File: src/verilog/svf_pkg.sv
// Constants for the vibration suppression filter settings block.
// Assumes all parameter settings arrive as synchronous ports on mclk_i.
// Operation
// - In automatic shaft filter mode the shaft notch frequency follows motor type and load inertia ratio.
// - Manual shaft code 00 or 01 disables the notch, 02 gives 4500 Hz, falling to 290 Hz at code 1F.
// - The torque command low-pass filter is on by default without any operator enable.
// - Automatic low-pass cut-off in rad/s is speed loop gain over one plus inertia ratio, times 10.
// - An automatic cut-off below the speed loop gain is replaced by the speed loop gain.
// - Low-pass select digit equal to 1 takes the cut-off from the manual low-pass frequency.
// - Advanced vibration suppression is enabled only for gain adjust modes 2, 3 and 4.
// - Tuning mode estimates load-side vibration frequency and handles at most two frequencies.
// - After a set number of positionings in tuning mode the tuning field turns to manual by itself.
// - Tuning digit 0 selects control 1 (2 is manual); digit 1 selects control 2 (1 tuning, 2 manual).
// - Control 1 is disabled unless both its frequencies exceed 0.9 times model loop gain over 2 pi.
// - Control 2 needs both frequencies above 5.0 plus 0.1 times model loop gain and ratio in 1.1 to 5.5.
// - A command notch change during positioning is applied about 150 ms after stop and servo-lock.
// - The command notch attenuates the chosen frequency with configured frequency and depth.
// - Command notch code 00 disables, 01 gives 2250 Hz, decreasing to 4.5 Hz at code 5F.
package svf_pkg;
    localparam int          CLK_HZ          = 40000000;
    localparam int          NOTCH_DELAY_MS  = 150;
    localparam int          NOTCH_DELAY_CYC = CLK_HZ / 1000 * NOTCH_DELAY_MS;
    localparam logic [3:0]  SEL_AUTO        = 4'h0;
    localparam logic [3:0]  SEL_MANUAL      = 4'h1;
    localparam logic [3:0]  SEL_OFF         = 4'h2;
    localparam logic [3:0]  TUNE_OFF        = 4'h0;
    localparam logic [3:0]  TUNE_RUN        = 4'h1;
    localparam logic [3:0]  TUNE_MANUAL     = 4'h2;
    localparam logic [3:0]  GAM_AUTO2       = 4'h2;
    localparam logic [3:0]  GAM_MANUAL      = 4'h3;
    localparam logic [3:0]  GAM_TWO2        = 4'h4;
    localparam int          FRAC_BITS       = 4;   // Hz values in units of 1/16 Hz
    localparam logic [15:0] CN_DIS_CODE     = 16'h0000;
    localparam logic [7:0]  CN_MAX_CODE     = 8'h5F;
    localparam logic [4:0]  SH_MAX_CODE     = 5'h1F;
    localparam logic [15:0] RST_SHAFT_HZ    = 16'h0000;
    localparam int          TUNE_POSITIONINGS = 8;
    // Shaft notch period base: frequency = 9000 / code, in Hz
    localparam logic [15:0] SH_BASE_HZ      = 16'h2328;
    // Command notch: frequency = 2250 / code divisor, truncated, in 1/16 Hz
    localparam logic [23:0] CN_BASE_Q4      = 24'h008CA0;
endpackage

File: src/verilog/svf_rom.sv
// Small registered lookup giving a per-code frequency in 1/16 Hz units.
// Assumes codes are stable for one clock before use.
`timescale 1ns/1ps
`default_nettype none
module svf_rom
    import svf_pkg::*;
(
    input  wire logic        mclk_i,
    input  wire logic        ce_i,
    input  wire logic [7:0]  code_i,
    output logic      [23:0] freq_q4_o
);
    logic [23:0] divisor;

    // Divisor equals the code up to 0F; from 10 on, each row of sixteen codes
    // doubles both its starting divisor and its step, reaching 4.5 Hz at 5F
    always_comb begin
        divisor = {16'h0000, code_i};
        if (code_i >= 8'h10) begin
            divisor = {19'h00000, 1'b1, code_i[3:0]} << (code_i[7:4] - 4'h1);
        end
    end

    // Command notch frequency, base over divisor, truncated toward lower frequency
    always_ff @(posedge mclk_i) begin
        if (ce_i) begin
            if (code_i == 8'h00 || code_i > CN_MAX_CODE) begin
                freq_q4_o <= 24'h000000;
            end else begin
                freq_q4_o <= CN_BASE_Q4 / divisor;
            end
        end
    end
endmodule
`default_nettype wire

File: src/verilog/svf_top.sv
// Vibration suppression filter settings: shaft notch, torque low-pass,
// advanced vibration suppression enables and command notch hand-over.
// Assumes parameter inputs are synchronous to mclk_i; sample_i marks the
// control sample boundary; motor_table_hz_i is the motor-type shaft value.
`timescale 1ns/1ps
`default_nettype none
module svf_top
    import svf_pkg::*;
#(
    parameter int NOTCH_DELAY = NOTCH_DELAY_CYC
)(
    input  wire logic        mclk_i,
    input  wire logic        sys_rst_i,
    input  wire logic        ce_i,
    input  wire logic        sample_i,
    input  wire logic [15:0] filter_select_param,
    input  wire logic [4:0]  shaft_notch_freq_code,
    input  wire logic [15:0] lowpass_manual_freq,
    input  wire logic [15:0] speed_loop_gain,
    input  wire logic [15:0] load_inertia_ratio,
    input  wire logic [15:0] motor_table_hz_i,
    input  wire logic [3:0]  gain_adjust_mode_param,
    input  wire logic [3:0]  function_select_four,
    input  wire logic [7:0]  vibration_tuning_mode_param,
    input  wire logic [15:0] model_loop_gain,
    input  wire logic [15:0] vsc1_vibration_freq,
    input  wire logic [15:0] vsc1_resonance_freq,
    input  wire logic [15:0] vsc2_vibration_freq,
    input  wire logic [15:0] vsc2_resonance_freq,
    input  wire logic [15:0] est_freq1_i,
    input  wire logic [15:0] est_freq2_i,
    input  wire logic        positioning_done_i,
    input  wire logic        servo_lock_i,
    input  wire logic [15:0] command_notch_param,
    output logic      [15:0] shaft_notch_hz_o,
    output logic      [15:0] lowpass_cut_o,
    output logic             lowpass_en_o,
    output logic             vsc1_en_o,
    output logic             vsc2_en_o,
    output logic      [15:0] vsc1_freq_o,
    output logic      [15:0] vsc2_freq_o,
    output logic      [7:0]  tuning_mode_o,
    output logic      [23:0] cmd_notch_q4_o,
    output logic      [3:0]  cmd_notch_depth_o,
    output logic             cmd_notch_en_o
);
    logic [3:0]  shaft_sel;
    logic [3:0]  lp_sel;
    logic [31:0] lp_auto;
    logic [15:0] lp_auto16;
    logic [15:0] shaft_next;
    logic [15:0] lp_next;
    logic        vsc_allowed;
    logic        vsc1_ok;
    logic        vsc2_ok;
    logic [31:0] lim1_x;
    logic [31:0] lim2_x10;
    logic [7:0]  tune_reg;
    logic [3:0]  pos_cnt_reg;
    logic [15:0] notch_pend_reg;
    logic [31:0] lock_cnt_reg;
    logic [15:0] notch_app_reg;
    logic [23:0] rom_q4;
    logic [7:0]  tune_seen_reg;
    logic        tune_accept;
    logic [15:0] notch_use_reg;

    assign shaft_sel = filter_select_param[3:0];
    assign lp_sel    = filter_select_param[7:4];

    // Scaled product helper
    function automatic logic [31:0] mul16(input logic [15:0] a, input logic [15:0] b);
        mul16 = a * b;
    endfunction

    // Shaft notch frequency selection
    always_comb begin
        shaft_next = RST_SHAFT_HZ;
        if (shaft_sel == SEL_AUTO) begin
            shaft_next = (load_inertia_ratio > 16'h0000) ? motor_table_hz_i - (motor_table_hz_i >> 3)
                                                          : motor_table_hz_i;
        end else if (shaft_sel == SEL_MANUAL && shaft_notch_freq_code > 5'h01) begin
            shaft_next = SH_BASE_HZ / {11'h000, shaft_notch_freq_code};
        end
    end

    // Low-pass cut-off: automatic formula with floor, or manual value
    assign lp_auto   = mul16(speed_loop_gain, 16'h000A) / ({16'h0000, load_inertia_ratio} + 32'h1);
    assign lp_auto16 = (lp_auto > 32'h0000FFFF) ? 16'hFFFF : lp_auto[15:0];
    always_comb begin
        if (lp_sel == SEL_MANUAL) begin
            lp_next = lowpass_manual_freq;
        end else if (lp_auto16 < speed_loop_gain) begin
            lp_next = speed_loop_gain;
        end else begin
            lp_next = lp_auto16;
        end
    end

    // Vibration suppression range checks, 0.9/(2pi) approx 0.1432 = 9387/65536
    assign vsc_allowed = (gain_adjust_mode_param == GAM_AUTO2) || (gain_adjust_mode_param == GAM_MANUAL)
                         || (gain_adjust_mode_param == GAM_TWO2);
    assign lim1_x   = mul16(model_loop_gain, 16'h24AB) >> 16;
    assign vsc1_ok  = ({16'h0000, vsc1_vibration_freq} > lim1_x)
                      && ({16'h0000, vsc1_resonance_freq} > lim1_x);
    assign lim2_x10 = 32'h00000032 + {16'h0000, model_loop_gain};
    assign vsc2_ok  = (vsc1_vibration_freq < vsc2_vibration_freq)
                      && (mul16(vsc2_vibration_freq, 16'h000A) > lim2_x10)
                      && (mul16(vsc2_resonance_freq, 16'h000A) > lim2_x10)
                      && (mul16(vsc2_vibration_freq, 16'h000A) > mul16(vsc1_vibration_freq, 16'h000B))
                      && (mul16(vsc2_vibration_freq, 16'h000A) < mul16(vsc1_vibration_freq, 16'h0037))
                      && function_select_four[0];

    // Coefficients update only at the sample boundary
    always_ff @(posedge mclk_i) begin
        if (sys_rst_i) begin
            shaft_notch_hz_o <= RST_SHAFT_HZ;
            lowpass_cut_o    <= 16'h0000;
            lowpass_en_o     <= 1'b1;
            vsc1_en_o        <= 1'b0;
            vsc2_en_o        <= 1'b0;
            vsc1_freq_o      <= 16'h0000;
            vsc2_freq_o      <= 16'h0000;
        end else if (ce_i && sample_i) begin
            shaft_notch_hz_o <= shaft_next;
            lowpass_cut_o    <= lp_next;
            lowpass_en_o     <= (lp_sel != SEL_OFF);
            vsc1_en_o        <= vsc_allowed && tune_reg[3:0] != TUNE_OFF && vsc1_ok;
            vsc2_en_o        <= vsc_allowed && tune_reg[7:4] != TUNE_OFF && vsc2_ok;
            vsc1_freq_o      <= (tune_reg[3:0] == TUNE_RUN) ? est_freq1_i : vsc1_vibration_freq;
            vsc2_freq_o      <= (tune_reg[7:4] == TUNE_RUN) ? est_freq2_i : vsc2_vibration_freq;
        end
    end

    // A new tuning request is taken once, while no positioning count runs;
    // comparing with the last request taken keeps the automatic switch to
    // manual from being undone by a request that has not changed
    assign tune_accept = (vibration_tuning_mode_param != tune_seen_reg) && (pos_cnt_reg == 4'h0);

    // Last tuning request taken
    always_ff @(posedge mclk_i) begin
        if (sys_rst_i) begin
            tune_seen_reg <= 8'h00;
        end else if (ce_i && tune_accept) begin
            tune_seen_reg <= vibration_tuning_mode_param;
        end
    end

    // Tuning mode field, auto switch to manual after positionings
    always_ff @(posedge mclk_i) begin
        if (sys_rst_i) begin
            tune_reg    <= 8'h00;
            pos_cnt_reg <= 4'h0;
        end else if (ce_i) begin
            if (tune_accept) begin
                tune_reg <= vibration_tuning_mode_param;
            end
            if (tune_reg[3:0] == TUNE_RUN || tune_reg[7:4] == TUNE_RUN) begin
                if (positioning_done_i) begin
                    if (pos_cnt_reg == 4'(TUNE_POSITIONINGS - 1)) begin
                        pos_cnt_reg <= 4'h0;
                        tune_reg    <= {(tune_reg[7:4] == TUNE_RUN) ? TUNE_MANUAL : tune_reg[7:4],
                                        (tune_reg[3:0] == TUNE_RUN) ? TUNE_MANUAL : tune_reg[3:0]};
                    end else begin
                        pos_cnt_reg <= pos_cnt_reg + 4'h1;
                    end
                end
            end else begin
                pos_cnt_reg <= 4'h0;
            end
        end
    end

    always_ff @(posedge mclk_i) begin
        if (sys_rst_i) begin
            tuning_mode_o <= 8'h00;
        end else if (ce_i) begin
            tuning_mode_o <= tune_reg;
        end
    end

    // Command notch: applied after servo-lock has held for the delay
    always_ff @(posedge mclk_i) begin
        if (sys_rst_i) begin
            notch_pend_reg <= CN_DIS_CODE;
            notch_app_reg  <= CN_DIS_CODE;
            lock_cnt_reg   <= 32'h0;
        end else if (ce_i) begin
            notch_pend_reg <= command_notch_param;
            if (!servo_lock_i) begin
                lock_cnt_reg <= 32'h0;
            end else if (lock_cnt_reg < 32'(NOTCH_DELAY)) begin
                lock_cnt_reg <= lock_cnt_reg + 32'h1;
            end else begin
                notch_app_reg <= notch_pend_reg;
            end
        end
    end

    svf_rom u_rom (
        .mclk_i    (mclk_i),
        .ce_i      (ce_i),
        .code_i    (notch_app_reg[7:0]),
        .freq_q4_o (rom_q4)
    );

    // Code copy aligned with the lookup output, so depth, enable and frequency agree
    always_ff @(posedge mclk_i) begin
        if (sys_rst_i) begin
            notch_use_reg <= CN_DIS_CODE;
        end else if (ce_i) begin
            notch_use_reg <= notch_app_reg;
        end
    end

    // Command notch outputs to the position command filter
    always_ff @(posedge mclk_i) begin
        if (sys_rst_i) begin
            cmd_notch_q4_o    <= 24'h000000;
            cmd_notch_depth_o <= 4'h0;
            cmd_notch_en_o    <= 1'b0;
        end else if (ce_i && sample_i) begin
            cmd_notch_q4_o    <= rom_q4;
            cmd_notch_depth_o <= notch_use_reg[11:8];
            cmd_notch_en_o    <= (notch_use_reg[7:0] != 8'h00) && (rom_q4 != 24'h000000);
        end
    end
endmodule
`default_nettype wire

File: config.mk
export PLATFORM = sky130hd
export DESIGN_NAME = svf_top
export DESIGN_NICKNAME = d
export VERILOG_FILES = /design/src/verilog/svf_pkg.sv /design/src/verilog/svf_rom.sv /design/src/verilog/svf_top.sv
export SDC_FILE = /design/constraint.sdc
export NUM_CORES = 2
export LEC_CHECK = 0
export ABC_AREA = 1
export BUFFER_PORTS_ARGS = -buffer_cell sky130_fd_sc_hd__buf_2
export CORE_MARGIN = 1
export CORE_UTILIZATION = 35
export CTS_CLUSTER_SIZE = 24
export DETAILED_ROUTE_END_ITERATION = 16
export SLEW_MARGIN = 20
export SYNTH_ARGS = -nofsm -noshare
export SYNTH_HDL_FRONTEND = slang
export SYNTH_SLANG_ARGS = --single-unit
File: constraint.sdc
create_clock -name mclk_i -period 206.4 [get_ports mclk_i]
set_clock_uncertainty 0.15 [all_clocks]
set_input_delay 51.6 -clock mclk_i [delete_from_list [all_inputs] [get_ports mclk_i]]
set_output_delay 51.6 -clock mclk_i [all_outputs]
set_load 0.03 [all_outputs]
-- Yosys cells after proc, flatten, opt, wreduce, memory -nomap -nowiden
Index checks and enable logic that the tools add are counted.
- add/sub/neg operators: 6
- $mul: 6
- divide/modulo/power cells: 3
- $lt $le $gt $ge: 14
- eq/ne operators: 14
- shift-type cells: 1
- muxes and demuxes: 20
- bitwise gates (word level): 1
- reductions and logical operators: 31
- operator list (kind ; count):
    $mux W16 ; 8
    $mux W32 ; 2
    $mul A16 B3 Y19 const B ; 3
    $gt A20 B17 Y1 ; 2
    $add A32 B1 Y32 const B ; 1
    $div A20 B32 Y32 ; 1
    $gt A16 B14 Y1 ; 2
    $gt A32 B16 Y1 const B ; 1
    $lt A16 B16 Y1 ; 2
    $lt A32 B23 Y1 const B ; 1
    $mux W8 ; 4
    $mul A16 B14 Y30 const B ; 1
    $div A16 B24 Y24 const A ; 1
    $mux W24 ; 1
    $reduce_bool A24 Y1 ; 1
    $shl A5 B4 Y24 ; 1
    $lt A20 B22 Y1 ; 1
    $mul A16 B6 Y22 const B ; 1
    $gt A20 B20 Y1 ; 1
    $mul A16 B4 Y20 const B ; 1
    $mux W4 ; 5
    $add A16 B1 Y17 const B ; 1
    $add A6 B16 Y17 const A ; 1
    $div A14 B5 Y16 const A ; 1
    other kinds (24) ; 52
- register bits after elaboration: 216
- output and inout port bits: 104
- logic and storage cells: 116

-- Longest topological paths before layout
- word-level depth: 8
- depth in mapped cells: 693
- mapped depth without buffers: 643

-- Hierarchy
Synthesis repeated with hierarchy kept, for this count alone.
- cells, all modules: 9810
- area, all modules: 63823.7 µm²
- by module, submodules not included (module ; times used ; cells each ; area an instance (µm²) ; sequential area each (µm²)):
    svf_top ; 1 ; 7308 ; 47663.2 ; 3843.7
    svf_rom ; 1 ; 2502 ; 16160.5 ; 720.7

-- Worst setup path after synthesis
No wires, ideal clock.
- kind: input to register
- start point: input port load_inertia_ratio[0]
- end point: register lowpass_cut_o[7]
- library setup time: 134 ps
- data arrival time: 137327 ps
- data required time: 206116 ps
- slack: 68788 ps
- stages: 674
- buffers on the path: 53
- cell sequence: ha_1 nand2_1 nor2_2 nand2_2 xor2_1 nand3_2 nor2_8 nand2_8 nor2_4 inv_4 nor3_2 nand4_1 a21oi_1 ha_1 inv_1 nor2_1 nor2_1 nor3_1 [... 638 more ...] a211oi_1 o221a_2 nand2_1 nand2_1 nand3_1 nand2_1 nand2_1 nand2_1 nand2_1 nand2_1 nand2_2 nand2_4 nand2_8 buf_8 nand2_4 nand3_1 nand2_2 a21oi_2
- cells in the longest elaborated chain, start to end: 7
- ends and longest elaborated chain (item ; line ; RTL):
    from (decl) ; svf_top.sv:20 ; input wire logic [15:0] load_inertia_ratio,
    $add A16 B1 Y17 (*) ; svf_top.sv:88 ; assign lp_auto = mul16(speed_loop_gain, 16'h000A) / ({16'h0000, load_inertia_ratio} + 32'h1);
    $div A20 B32 Y32 (*) ; svf_top.sv:88 ;
    $gt A32 B16 Y1 ; svf_top.sv:89 ; assign lp_auto16 = (lp_auto > 32'h0000FFFF) ? 16'hFFFF : lp_auto[15:0];
    $mux W16 (*) ; svf_top.sv:89 ;
    $lt A16 B16 Y1 ; svf_top.sv:93 ; end else if (lp_auto16 < speed_loop_gain) begin
    $mux W16 (*) ; svf_top.sv:93 ;
    $mux W16 (*) ; svf_top.sv:91 ; if (lp_sel == SEL_MANUAL) begin
    to (signal assigned) ; svf_top.sv:126 ; lowpass_cut_o <= lp_next;
    to (decl) ; svf_top.sv:36 ; output logic [15:0] lowpass_cut_o,
Mark *: on every way between the ends. The rest lies on a longest branch, timed or not.
A chain may end at the register's enable or synchronous reset.

-- Worst setup path after layout
- start point: input port load_inertia_ratio[0]
- end point: register lowpass_cut_o[5]
The elaborated chain is that of the path after synthesis.

==> impl_metrics.prom <==
# TYPE chip_impl_metric gauge
chip_impl_metric{name="ant_nets",unit=""} 0
chip_impl_metric{name="crit_arrival",unit="ps"} 152040
chip_impl_metric{name="seq_area_frac_synth",unit="%"} 7.19
chip_impl_info{name="crit_type",value="input port to register"} 1
chip_impl_metric{name="grt_pass1_wl",unit="um"} 306000
chip_impl_metric{name="placementRows",unit=""} 155
chip_impl_info{name="postSynth.topFlopCell",value="sky130_fd_sc_hd__dfxtp_1"} 1
chip_impl_metric{name="via_count",unit=""} 63200
chip_impl_info{name="worst_path_max_delay_cell",value="sky130_fd_sc_hd__a2111oi_0"} 1
chip_impl_info{name="synth_area_leaders",value="sky130_fd_sc_hd__ha_1 23%, sky130_fd_sc_hd__nand2_1 11%, sky130_fd_sc_hd__inv_1 8.0%"} 1
chip_impl_metric{name="synthesized_netlist_cell_count",unit=""} 9652
chip_impl_metric{name="postCtsSetupBuffers",unit=""} 0
chip_impl_metric{name="worstPathMaxFanout",unit=""} 39
chip_impl_metric{name="ys_ff_latch",unit=""} 216
chip_impl_metric{name="worst_pin_slew",unit="ps"} 1040
chip_impl_metric{name="required",unit="ps"} 206820
chip_impl_metric{name="tcrit_tclk_final",unit="%"} 73.5
chip_impl_metric{name="numClockSinks",unit=""} 216
chip_impl_metric{name="finalHoldViolCount",unit=""} 0
chip_impl_metric{name="clock_insertion_delay_worst_skew",unit="ps"} 610
chip_impl_metric{name="final_max_slew_viol_count",unit=""} 0
chip_impl_info{name="synth_top_cell_by_area",value="sky130_fd_sc_hd__ha_1"} 1
chip_impl_metric{name="avgSynthCellArea",unit="um^2"} 6.58
chip_impl_info{name="cts_tree",value="built"} 1
chip_impl_metric{name="cp_num_buf_inv",unit=""} 115
chip_impl_metric{name="synth_top_area_share",unit="%"} 22.6
chip_impl_metric{name="max_slew_margin",unit="%"} 30.4
chip_impl_metric{name="fp.dieArea",unit="um^2"} 183000
chip_impl_info{name="worst_path_dominant_cell_family",value="compound AO/OA/AOI/OAI gates"} 1
chip_impl_info{name="grt_setup_unrepaired",value="false"} 1
chip_impl_metric{name="post-route-drc-count",unit=""} 0
chip_impl_metric{name="floorplan.die.width",unit="um"} 428
chip_impl_info{name="hold_path_class",value="register to register"} 1
chip_impl_metric{name="fp.dieH",unit="um"} 428
chip_impl_metric{name="via_count_of_the_first_global_routing_pass",unit=""} 60100
chip_impl_metric{name="io_buffers",unit=""} 323
chip_impl_metric{name="nets",unit=""} 11400
chip_impl_metric{name="critical-path-max-stage-delay",unit="ps"} 640
chip_impl_metric{name="post_cts.resized_instances",unit=""} 0
chip_impl_metric{name="hpwl",unit="um"} 156000
chip_impl_metric{name="floorplan.initialDensity",unit="%"} 35.4
chip_impl_info{name="crit_path_end_kind",value="register"} 1
chip_impl_metric{name="fin_util",unit="%"} 38.1
chip_impl_metric{name="htree_levels",unit=""} 1
chip_impl_metric{name="cts_inserted_buffers",unit=""} 26
chip_impl_metric{name="setup_viol",unit=""} 0
chip_impl_metric{name="layout_min_cycle_time",unit="ps"} 151620
chip_impl_metric{name="io_pins",unit=""} 339
chip_impl_info{name="most_common_cell_after_layout_fill_and_taps_aside",value="sky130_fd_sc_hd__nand2_1"} 1
chip_impl_metric{name="fin_hold_ws",unit="ps"} 296
chip_impl_metric{name="flow.area_growth_from_synthesis",unit="%"} 7.50
chip_impl_info{name="cts_root_buf",value="sky130_fd_sc_hd__clkbuf_16"} 1
chip_impl_metric{name="fmax",unit="MHz"} 6.60
chip_impl_info{name="critPathMostFrequentCell",value="sky130_fd_sc_hd__nand2_1"} 1
chip_impl_metric{name="ctsLongestPathBuffers",unit=""} 3
chip_impl_metric{name="yosysUniqueCellTypes",unit=""} 99
chip_impl_metric{name="final_replace_weighted_congestion",unit=""} 0.911
chip_impl_info{name="status",value="finished clean"} 1
chip_impl_metric{name="share_of_synthesized_registers_carrying_an_async_set_or_reset",unit="%"} 0
chip_impl_metric{name="yosysWarnings",unit=""} 0
chip_impl_metric{name="grt.overflow.total",unit=""} 0
chip_impl_metric{name="timing.max_cap.violations",unit=""} 0
chip_impl_info{name="critical_path_launch_point_type",value="input port"} 1
chip_impl_metric{name="first_iter_violations",unit=""} 3532
chip_impl_metric{name="largest_reg_flops",unit=""} 32
chip_impl_metric{name="synth_enable_flop_cells",unit=""} 24
chip_impl_info{name="commonest_non_fill_non_tap_cells_in_the_layout",value="1922 x sky130_fd_sc_hd__nand2_1, 1359 x sky130_fd_sc_hd__inv_1, 1149 x sky130_fd_sc_hd__ha_1"} 1
chip_impl_metric{name="grt_antenna_before_repair",unit=""} 13
chip_impl_metric{name="pin_count_of_the_biggest_net_entering_global_routing",unit=""} 112
chip_impl_metric{name="fin_setup_tns",unit="ps"} 0
chip_impl_metric{name="final_cell_area",unit="um^2"} 68300
chip_impl_metric{name="first_pass_iters",unit=""} 5
chip_impl_metric{name="clk_pin_slew_worst_paths",unit="ps"} 100
chip_impl_metric{name="final_layout_size_suffix_gt1_share",unit="%"} 10.0
chip_impl_metric{name="place_area",unit="um^2"} 67400
chip_impl_metric{name="post_drt_via_cell_ratio",unit=""} 5.15
chip_impl_metric{name="floorplan.core_area",unit="um^2"} 179000
chip_impl_metric{name="ctsHoldBuffers",unit=""} 0
chip_impl_metric{name="routed_wire_length_per_instance",unit="um"} 15.5
chip_impl_metric{name="track_usage",unit="%"} 20.0
chip_impl_metric{name="finalWirelength",unit="um"} 190000
chip_impl_metric{name="synth_area",unit="um^2"} 63500
==> cells by family (layout without fill, tap and decap cells) <==
family,Yosys count,count (layout),share of synthesized area [%]
compound gates,2182,2182,19.7
xor+xnor,680,680,9.45
fa+ha+maj,1261,1261,26.2
buf+inv,1636,1873,10.6
flops,216,216,7.19
mux,2,2,0.0315
other cells,1,23,0.00591
simple gates,3674,3674,26.9
==> cells in the mapped netlist (all sizes together) (3+ instances only) <==
cell type and n:
nand2 2083, inv 1413, ha 1149, o21ai 898, a21oi 775, nor2 702, nand3 477, xor2 420
xnor2 260, dfxtp 192, clkbuf 147, nand4 124, nor3 114, fa 112, o211ai 111, o21bai 106
or2 79, a21o 76, a31oi 49, buf 42, o31ai 42, nor4 39, a211oi 38, clkinv 28
edfxtp 24, nand3b 22, o21a 16, o2111ai 11, nor3b 10, a2111oi 9, o221ai 9, and2 8
a22oi 7, or3 7, a221oi 6, o311ai 6, a21boi 5, and3 5, o22ai 5, a211o 3
a31o 3, o221a 3
==> area by class of cell <==
cell class,instances,area [um^2]
multi-input cells,7812,52300
diodes,10,25.0
flip-flops and latches,216,4560
well taps,2355,2950
clock inverters,21,185
clock buffers,27,654
fillers,19000,111000
repair buffers,381,2050
inverters,1444,5510
==> path summary, 6_finish.rpt <==
path | from | end | slack [ps] | depth (start not counted)
max | load_inertia_ratio[0] | lowpass_cut_o[5] | 54780 | 622
min | lock_cnt_reg[25] | lock_cnt_reg[25] | 300 | 2
max reg2reg | notch_app_reg[4] | u_rom.freq_q4_o[0] | 145450 | 334
min reg2reg | lock_cnt_reg[25] | lock_cnt_reg[25] | 300 | 2
==> worst min-delay path, stage by stage (launching register included) <==
cell	delay, ps
sky130_fd_sc_hd__dfxtp_1	300
sky130_fd_sc_hd__inv_1	60
sky130_fd_sc_hd__nor3_1	50
==> layer usage <==
| layer | up-vias | GRT usage, % | part of all wire, % |
|---|---|---|---|
| met5 | - | 0 | 0 |
| met4 | 0 | 7.38 | 3.9 |
| met3 | 236 | 1.11 | 3.3 |
| met2 | 1147 | 35.2 | 47 |
| met1 | 28900 | 25.6 | 46 |
| li1 | 32900 | - | - |
==> through the flow <==
stage | instances | worst slack (ps)
global placement | 12200 | 57270
detailed placement | 12200 | 55040
CTS | 12300 | 55510
floorplan | 9664 | 68790
global route | 12300 | 43020
finish | 12300 | 54780
Power is left out: the tool's default activity adds up to more than one toggle a clock period on the data nets, which glitch-free logic cannot reach.
